[src/common/sscie_params.svh]
// register map, field positions, reset values and bus codes of the enable control
`ifndef SSCIE_PARAMS_SVH
`define SSCIE_PARAMS_SVH

`define SSCIE_ADDR_SET    32'hf0010044
`define SSCIE_ADDR_CLR    32'hf0010048
`define SSCIE_ADDR_MASK   32'hf001004c
`define SSCIE_ADDR_STATUS 32'hf0010050

`define SSCIE_FIELD_W     12
`define SSCIE_FIELD_VALID 12'hf33

`define SSCIE_BIT_TX_HOLD_FREE  0
`define SSCIE_BIT_TX_ALL_SENT   1
`define SSCIE_BIT_RX_WORD_AVAIL 4
`define SSCIE_BIT_RX_OVERRUN    5
`define SSCIE_BIT_CMP_ZERO      8
`define SSCIE_BIT_CMP_ONE       9
`define SSCIE_BIT_TX_SYNC       10
`define SSCIE_BIT_RX_SYNC       11

`define SSCIE_MASK_RST   12'h000
`define SSCIE_STATUS_RST 12'h000

`define SSCIE_RESP_OKAY   2'b00
`define SSCIE_RESP_SLVERR 2'b10

`endif

[src/common/sscie_pkg.sv]
// types and shared decode helpers of the enable control
`include "sscie_params.svh"
package sscie_pkg;

  typedef logic [`SSCIE_FIELD_W-1:0] sscie_field_t;

  typedef enum {
    SSCIE_REG_SET,
    SSCIE_REG_CLR,
    SSCIE_REG_MASK,
    SSCIE_REG_STATUS,
    SSCIE_REG_NONE
  } sscie_reg_t;

  function automatic sscie_reg_t sscie_decode(input logic [31:0] addr);
    case (addr)
      `SSCIE_ADDR_SET:    sscie_decode = SSCIE_REG_SET;
      `SSCIE_ADDR_CLR:    sscie_decode = SSCIE_REG_CLR;
      `SSCIE_ADDR_MASK:   sscie_decode = SSCIE_REG_MASK;
      `SSCIE_ADDR_STATUS: sscie_decode = SSCIE_REG_STATUS;
      default:            sscie_decode = SSCIE_REG_NONE;
    endcase
  endfunction : sscie_decode

  // byte lanes 0 and 1 carry every field; lanes 2 and 3 hold nothing
  function automatic sscie_field_t sscie_lanes(input logic [3:0] strb);
    sscie_lanes = {{4{strb[1]}}, {8{strb[0]}}} & `SSCIE_FIELD_VALID;
  endfunction : sscie_lanes

endpackage : sscie_pkg

[src/logic/sscie_axil_slave.sv]
// axi4-lite slave front end turning bus beats into one-cycle strobes
`include "sscie_params.svh"
module sscie_axil_slave
  import sscie_pkg::*;
(
  input  wire logic        i_ref_clk,  // system clock
  input  wire logic        i_sys_rst,  // async reset, high
  input  wire logic        i_awvalid,  // write address valid
  output logic             o_awready,  // write address ready
  input  wire logic [31:0] i_awaddr,   // write address
  input  wire logic        i_wvalid,   // write data valid
  output logic             o_wready,   // write data ready
  input  wire logic [31:0] i_wdata,    // write data
  input  wire logic [3:0]  i_wstrb,    // write byte enables
  output logic             o_bvalid,   // write response valid
  input  wire logic        i_bready,   // write response ready
  output logic [1:0]       o_bresp,    // write response code
  input  wire logic        i_arvalid,  // read address valid
  output logic             o_arready,  // read address ready
  input  wire logic [31:0] i_araddr,   // read address
  output logic             o_rvalid,   // read data valid
  input  wire logic        i_rready,   // read data ready
  output logic [31:0]      o_rdata,    // read data
  output logic [1:0]       o_rresp,    // read response code
  output logic             o_wr_en,    // write strobe
  output logic [31:0]      o_wr_addr,  // held write address
  output logic [31:0]      o_wr_data,  // held write data
  output logic [3:0]       o_wr_strb,  // held byte enables
  input  wire logic        i_wr_err,   // write refused
  output logic             o_rd_en,    // read strobe
  output logic [31:0]      o_rd_addr,  // held read address
  input  wire logic [31:0] i_rd_data,  // read value
  input  wire logic        i_rd_err    // read refused
);

  logic aw_full_reg;
  logic w_full_reg;
  logic ar_full_reg;

  // address and data are held apart so either may arrive first
  assign o_awready = !aw_full_reg && !o_bvalid;
  assign o_wready  = !w_full_reg && !o_bvalid;
  assign o_wr_en   = aw_full_reg && w_full_reg && !o_bvalid;
  assign o_arready = !ar_full_reg && !o_rvalid;
  assign o_rd_en   = ar_full_reg && !o_rvalid;

  always_ff @(posedge i_ref_clk or posedge i_sys_rst) begin
    if (i_sys_rst) begin
      aw_full_reg <= 1'b0;
      o_wr_addr   <= 32'h0;
    end else if (i_awvalid && o_awready) begin
      aw_full_reg <= 1'b1;
      o_wr_addr   <= i_awaddr;
    end else if (o_wr_en) begin
      aw_full_reg <= 1'b0;
    end
  end

  always_ff @(posedge i_ref_clk or posedge i_sys_rst) begin
    if (i_sys_rst) begin
      w_full_reg <= 1'b0;
      o_wr_data  <= 32'h0;
      o_wr_strb  <= 4'h0;
    end else if (i_wvalid && o_wready) begin
      w_full_reg <= 1'b1;
      o_wr_data  <= i_wdata;
      o_wr_strb  <= i_wstrb;
    end else if (o_wr_en) begin
      w_full_reg <= 1'b0;
    end
  end

  always_ff @(posedge i_ref_clk or posedge i_sys_rst) begin
    if (i_sys_rst) begin
      o_bvalid <= 1'b0;
      o_bresp  <= `SSCIE_RESP_OKAY;
    end else if (o_wr_en) begin
      o_bvalid <= 1'b1;
      o_bresp  <= i_wr_err ? `SSCIE_RESP_SLVERR : `SSCIE_RESP_OKAY;
    end else if (i_bready) begin
      o_bvalid <= 1'b0;
    end
  end

  always_ff @(posedge i_ref_clk or posedge i_sys_rst) begin
    if (i_sys_rst) begin
      ar_full_reg <= 1'b0;
      o_rd_addr   <= 32'h0;
    end else if (i_arvalid && o_arready) begin
      ar_full_reg <= 1'b1;
      o_rd_addr   <= i_araddr;
    end else if (o_rd_en) begin
      ar_full_reg <= 1'b0;
    end
  end

  always_ff @(posedge i_ref_clk or posedge i_sys_rst) begin
    if (i_sys_rst) begin
      o_rvalid <= 1'b0;
      o_rdata  <= 32'h0;
      o_rresp  <= `SSCIE_RESP_OKAY;
    end else if (o_rd_en) begin
      o_rvalid <= 1'b1;
      o_rdata  <= i_rd_data;
      o_rresp  <= i_rd_err ? `SSCIE_RESP_SLVERR : `SSCIE_RESP_OKAY;
    end else if (i_rready) begin
      o_rvalid <= 1'b0;
    end
  end

endmodule : sscie_axil_slave

[src/logic/sscie_ctrl.sv]
// interrupt enable set/clear, mask view and sticky status of the serial controller
//
// Operation
// RQ1: set-register bit 0 one enables tx holding free; zero leaves it.
// RQ2: set-register bit 1 one enables tx all sent; zero leaves it.
// RQ3: set-register bit 4 one enables rx word available; zero leaves it.
// RQ4: set-register bit 5 one enables rx overrun; zero leaves it.
// RQ5: set-register compare-0 bit one enables compare zero; zero changes nothing.
// RQ6: set-register bit 9 one enables compare one; zero leaves it.
// RQ7: set-register bit 10 one enables tx sync; zero leaves it.
// RQ8: set-register bit 11 one enables rx sync; zero leaves it.
// RQ9: write-only clear register at f0010048, same field layout as set.
// RQ10: clear-register one disables the matching source; zero does nothing.
// RQ11: read-only mask view at f001004c shows every enable, same layout.
// RQ12: interrupt high while any flagged source is enabled, low otherwise.
// RQ13: mask resets to all disabled; writes update it at the write edge.
`include "sscie_params.svh"
module sscie_ctrl
  import sscie_pkg::*;
(
  input  wire logic                     i_ref_clk,    // 10 MHz clock
  input  wire logic                     i_sys_rst,    // async reset, high
  input  wire logic                     i_awvalid,    // write address valid
  output logic                          o_awready,    // write address ready
  input  wire logic [31:0]              i_awaddr,     // write address
  input  wire logic                     i_wvalid,     // write data valid
  output logic                          o_wready,     // write data ready
  input  wire logic [31:0]              i_wdata,      // write data
  input  wire logic [3:0]               i_wstrb,      // write byte enables
  output logic                          o_bvalid,     // write response valid
  input  wire logic                     i_bready,     // write response ready
  output logic [1:0]                    o_bresp,      // write response code
  input  wire logic                     i_arvalid,    // read address valid
  output logic                          o_arready,    // read address ready
  input  wire logic [31:0]              i_araddr,     // read address
  output logic                          o_rvalid,     // read data valid
  input  wire logic                     i_rready,     // read data ready
  output logic [31:0]                   o_rdata,      // read data
  output logic [1:0]                    o_rresp,      // read response code
  input  wire logic [`SSCIE_FIELD_W-1:0] i_src_events, // source event pulses
  output logic [`SSCIE_FIELD_W-1:0]     o_mask_view,  // current enables
  output logic                          o_irq         // interrupt, high
);

  logic         wr_en;
  logic [31:0]  wr_addr;
  logic [31:0]  wr_data;
  logic [3:0]   wr_strb;
  logic         wr_err;
  logic         rd_en;
  logic [31:0]  rd_addr;
  logic [31:0]  rd_data;
  logic         rd_err;

  sscie_reg_t   wr_hit;
  sscie_reg_t   rd_hit;
  sscie_field_t wr_ones;
  sscie_field_t mask_reg;
  sscie_field_t status_reg;
  logic         wr_set;
  logic         wr_clr;
  logic         rd_status;

  sscie_axil_slave u_bus (
    .i_ref_clk (i_ref_clk),
    .i_sys_rst (i_sys_rst),
    .i_awvalid (i_awvalid),
    .o_awready (o_awready),
    .i_awaddr  (i_awaddr),
    .i_wvalid  (i_wvalid),
    .o_wready  (o_wready),
    .i_wdata   (i_wdata),
    .i_wstrb   (i_wstrb),
    .o_bvalid  (o_bvalid),
    .i_bready  (i_bready),
    .o_bresp   (o_bresp),
    .i_arvalid (i_arvalid),
    .o_arready (o_arready),
    .i_araddr  (i_araddr),
    .o_rvalid  (o_rvalid),
    .i_rready  (i_rready),
    .o_rdata   (o_rdata),
    .o_rresp   (o_rresp),
    .o_wr_en   (wr_en),
    .o_wr_addr (wr_addr),
    .o_wr_data (wr_data),
    .o_wr_strb (wr_strb),
    .i_wr_err  (wr_err),
    .o_rd_en   (rd_en),
    .o_rd_addr (rd_addr),
    .i_rd_data (rd_data),
    .i_rd_err  (rd_err)
  );

  assign wr_hit    = sscie_decode(wr_addr);
  assign rd_hit    = sscie_decode(rd_addr);
  // only ones on enabled byte lanes act; zeros never touch the mask
  assign wr_ones   = wr_data[`SSCIE_FIELD_W-1:0] & sscie_lanes(wr_strb);
  assign wr_set    = wr_en && (wr_hit == SSCIE_REG_SET);
  assign wr_clr    = wr_en && (wr_hit == SSCIE_REG_CLR);
  assign rd_status = rd_en && (rd_hit == SSCIE_REG_STATUS);

  // the mask view and status are read-only; writing them is refused
  assign wr_err = !(wr_hit == SSCIE_REG_SET || wr_hit == SSCIE_REG_CLR);

  // mask register: one set edge or one clear edge per bus write
  always_ff @(posedge i_ref_clk or posedge i_sys_rst) begin
    if (i_sys_rst) begin
      mask_reg <= `SSCIE_MASK_RST; // [RQ13]
    end else if (wr_set) begin
      mask_reg <= mask_reg | wr_ones; // [RQ1] [RQ2] [RQ3] [RQ4] [RQ5] [RQ6] [RQ7] [RQ8]
    end else if (wr_clr) begin
      mask_reg <= mask_reg & ~wr_ones; // [RQ9] [RQ10]
    end
  end

  // sticky status; an event in the read-clear cycle survives the clear
  always_ff @(posedge i_ref_clk or posedge i_sys_rst) begin
    if (i_sys_rst) begin
      status_reg <= `SSCIE_STATUS_RST;
    end else begin
      status_reg <= (rd_status ? `SSCIE_STATUS_RST : status_reg)
                    | (i_src_events & `SSCIE_FIELD_VALID);
    end
  end

  // set and clear registers are write-only and read back as zero
  always_comb begin
    rd_data = 32'h0;
    rd_err  = 1'b0;
    case (rd_hit)
      SSCIE_REG_MASK: begin
        rd_data = {{(32-`SSCIE_FIELD_W){1'b0}}, mask_reg}; // [RQ11]
      end
      SSCIE_REG_STATUS: begin
        rd_data = {{(32-`SSCIE_FIELD_W){1'b0}}, status_reg};
      end
      SSCIE_REG_SET, SSCIE_REG_CLR: begin
        rd_data = 32'h0;
      end
      default: begin
        rd_err = 1'b1;
      end
    endcase
  end

  assign o_mask_view = mask_reg;
  // level output; software drops it by reading status or clearing enables
  assign o_irq       = |(status_reg & mask_reg); // [RQ12]

  // checks
  // expectations below use raw bus data and strobes, except a_clr_hits, which uses the lane-helper result wr_ones
  logic [31:0]  mask_word;
  logic         rd_mask;

  assign mask_word    = {{(32-`SSCIE_FIELD_W){1'b0}}, mask_reg};
  assign rd_mask      = rd_en && (rd_hit == SSCIE_REG_MASK);
endmodule : sscie_ctrl

[config.mk]
export PLATFORM = sky130hd
export DESIGN_NAME = sscie_ctrl
export DESIGN_NICKNAME = d
export VERILOG_FILES = /design/src/common/sscie_pkg.sv /design/src/logic/sscie_axil_slave.sv /design/src/logic/sscie_ctrl.sv
export VERILOG_INCLUDE_DIRS = /design/src /design/src/common
export SDC_FILE = /design/constraint.sdc
export NUM_CORES = 1
export LEC_CHECK = 0
export BUFFER_PORTS_ARGS = -buffer_cell sky130_fd_sc_hd__buf_2
export CAP_MARGIN = 40
export CORE_MARGIN = 2
export CORE_UTILIZATION = 58
export DETAILED_ROUTE_END_ITERATION = 8
export PLACE_DENSITY = 0.87
export SETUP_SLACK_MARGIN = 0.3
export SYNTH_ARGS = -nofsm -noshare
export SYNTH_HDL_FRONTEND = slang
export SYNTH_HIERARCHICAL = 1
export SYNTH_SLANG_ARGS = --single-unit
[constraint.sdc]
create_clock -name i_ref_clk -period 10.9 [get_ports i_ref_clk]
set_input_delay 1.09 -clock i_ref_clk [delete_from_list [all_inputs] [get_ports i_ref_clk]]
set_output_delay 1.09 -clock i_ref_clk [all_outputs]
set_load 0.01 [all_outputs]
==> flow_metrics.py <==
metrics = {
    "timing": {
        "finalHoldViolCount": 0,
        "worstMarginPinSlew_ns": 0.783,
        "period_needed_ns": 2.53,
        "fmax_mhz": 395,
        "slew_violations": 0,
        "holdWs_ns": 0.494,
        "finClkSkew_ns": 0.00922,
        "slew_headroom": 0.476,
        "fin_crit_sh": 0.232,
        "rsz0062_at_grt": "no",
        "setup_viol": 0,
        "tns_ns": 0,
    },
    "clock_tree": {
        "cts_tree": "yes",
        "clock-sinks": 129,
        "cts_setup_buffers": 0,
        "numCtsBuffers": 17,
        "clock_latency_ns": 0.50,
        "htreeDepth": 4,
        "cts.root.buffer_cell": "clkbuf_8",
        "cts.clk_slew.worst_paths_ns": 0.06,
        "cts_resized": 0,
        "hold_buffers": 0,
        "clock_path_buffers": 2,
    },
    "critical_path": {
        "endpoint_kind": "primary output",
        "path_class": "reg -> out",
        "crit_path_max_fanout": 5,
        "worstPathRequired_ns": 9.81,
        "crit_path_top_delay_cell": "dfrtp_1",
        "crit-reg2reg-launch": "u_bus/o_rd_addr[1]",
        "crit_arrival_ns": 1.44,
        "path_cells": "a22oi_1 -> nand4_1 -> buf_2",
        "cp-start-kind": "flip-flop",
        "slowest_delay_ns": 0.44,
    },
    "global_route": {
        "gr-total-overflow": 0,
        "grt_max_degree": 60,
        "grt_pass1_wl_mm": 17.4,
        "grt_pass1_vias": 3628,
        "antenna_found_initial": 0,
        "grt_use_total": 0.219,
    },
    "die": {
        "die_h_um": 102,
        "initial_core_util": 0.599,
        "num_rows": 35,
        "die_w_um": 102,
        "io_pins": 173,
        "die-area_um2": 10300,
        "coreArea_um2": 9240,
    },
    "final_layout": {
        "drive_above_1_share": 0.515,
        "largestRegisters": "u_bus/o_rd_addr: 32 flops, u_bus/o_rdata: 32 flops, u_bus/o_wr_addr: 32 flops",
        "final_nets": 663,
        "antenna_cells": 0,
        "fillers": 633,
        "area_delta_synth_final_pct": 25.2,
    },
    "route": {
        "routedWlPerCell_um": 15.7,
        "post-route-drc-count": 0,
        "dr.pass1.iters": 4,
        "ant_nets": 0,
        "num_vias": 3636,
        "drtIter0Drc": 110,
        "wl_mm": 10.8,
        "vias_per_cell": 5.30,
    },
    "power_and_ir_drop": {
        "swShare": 0.289,
        "seq_power_share": 0.431,
        "p_sw_w": 0.000548,
        "powerDensity_nw_per_um2": 274,
        "ir_drop_v": 0.000138,
        "power.total_w": 0.00190,
        "p_comb_frac": 0.264,
        "p_leak_nw": 3.16,
        "cellInternalPower_w": 0.00135,
        "clock_power_share": 0.305,
    },
    "flow_run": {
        "drv_cap": 0,
    },
    "placed_design": {
        "hpwl_mm": 7.81,
        "gp_congestion": 0.778,
        "numPortBuffers": 136,
    },
    "hold_path": {
        "hp-class": "reg -> reg",
        "min-delay-start": "u_bus/o_wr_addr[28]",
    },
    "synthesis": {
        "synthCells": 382,
        "syn_area_per_cell_um2": 14.5,
        "syn_area_um2": 5540,
        "synth.yosys.warnings": 6,
    },
    "run_status": {
        "status": "completed",
    },
}
-- cell type report --
class                      count  area, µm²  area share
inverter                       4       17.5     0.00253
tap                          129        161      0.0233
multi-input combinational    252       2200       0.317
sequential                   129       3230       0.466
clock inverter                13        184      0.0265
timing repair buffer         140        711       0.103
clock buffer                  19        432      0.0623
-- worst paths after layout --
path                            cells after the start  slack [ns]                  end
worst min-delay path                                1        0.49  u_bus/o_wr_addr[28]
max in group asynchronous                           3        9.03  u_bus/o_rd_addr[28]
worst max-delay path                                3        8.37                o_irq
min in group asynchronous                           2        0.67            async pin
worst min register to register                      1        0.49  u_bus/o_wr_addr[28]
worst max register to register                      5        8.57     u_bus/o_rresp[1]
-- routing by layer --
layer,part of all wire,track usage,up-vias
li1,-,-,1697
met1,0.42,0.268,1807
met2,0.50,0.360,114
met3,0.063,0.0683,18
met4,0.018,0.0894,0
met5,0,0,-
-- placed cells by master, fill, tap and decap left out, types with 2 or more instances in the layout --
cell        instances
a21boi_0            8
a21o_1              9
a221o_1             8
a22oi_1            12
buf_2             136
buf_4               4
bufinv_16           4
clkbuf_16          16
clkbuf_8            2
clkinv_2            3
clkinvlp_4          3
conb_1             30
dfrtp_1           129
inv_1               3
inv_6               2
mux2_1              5
mux2_2            103
nand2_1             6
nand4_1             4
nand4b_1            4
nor2_1             16
nor2b_1             3
nor3b_1             8
nor3b_4             3
nor4_1              6
nor4_4              2
nor4b_1             2
o21a_1              2
or4_1               3
or4_4               2
or4b_1              3
-- critical path, delay by kind of cell, from the launching register on --
kind	cells	cell delay (ns)
flip-flops	1	0.44
AND/OR/NAND/NOR	1	0.11
buffers and inverters	1	0.16
AO/OA/AOI/OAI	1	0.23
-- through the flow --
stage,instances,instance area [µm²],setup WS [ns],util
after floorplan,410,5640,6.82,-
after global placement,654,6310,8.49,0.683
after detailed placement,654,6310,8.44,0.683
after CTS,686,6930,8.35,0.750
after global routing,686,6930,8.27,0.750
final,686,6930,8.37,0.750
-- power groups by stage --
stage / Sequential, W / Combinational [W] / Clock (W)
final: 0.000818 / 0.000502 / 0.000580
after global routing: 0.000846 / 0.000550 / 0.000613
after global placement: 0.000807 / 0.000479 / 0
after detailed placement: 0.000827 / 0.000503 / 0
after CTS: 0.000820 / 0.000509 / 0.000590
after floorplan: 0.000803 / 0.000396 / 0
(Power assumes the default switching activity.)
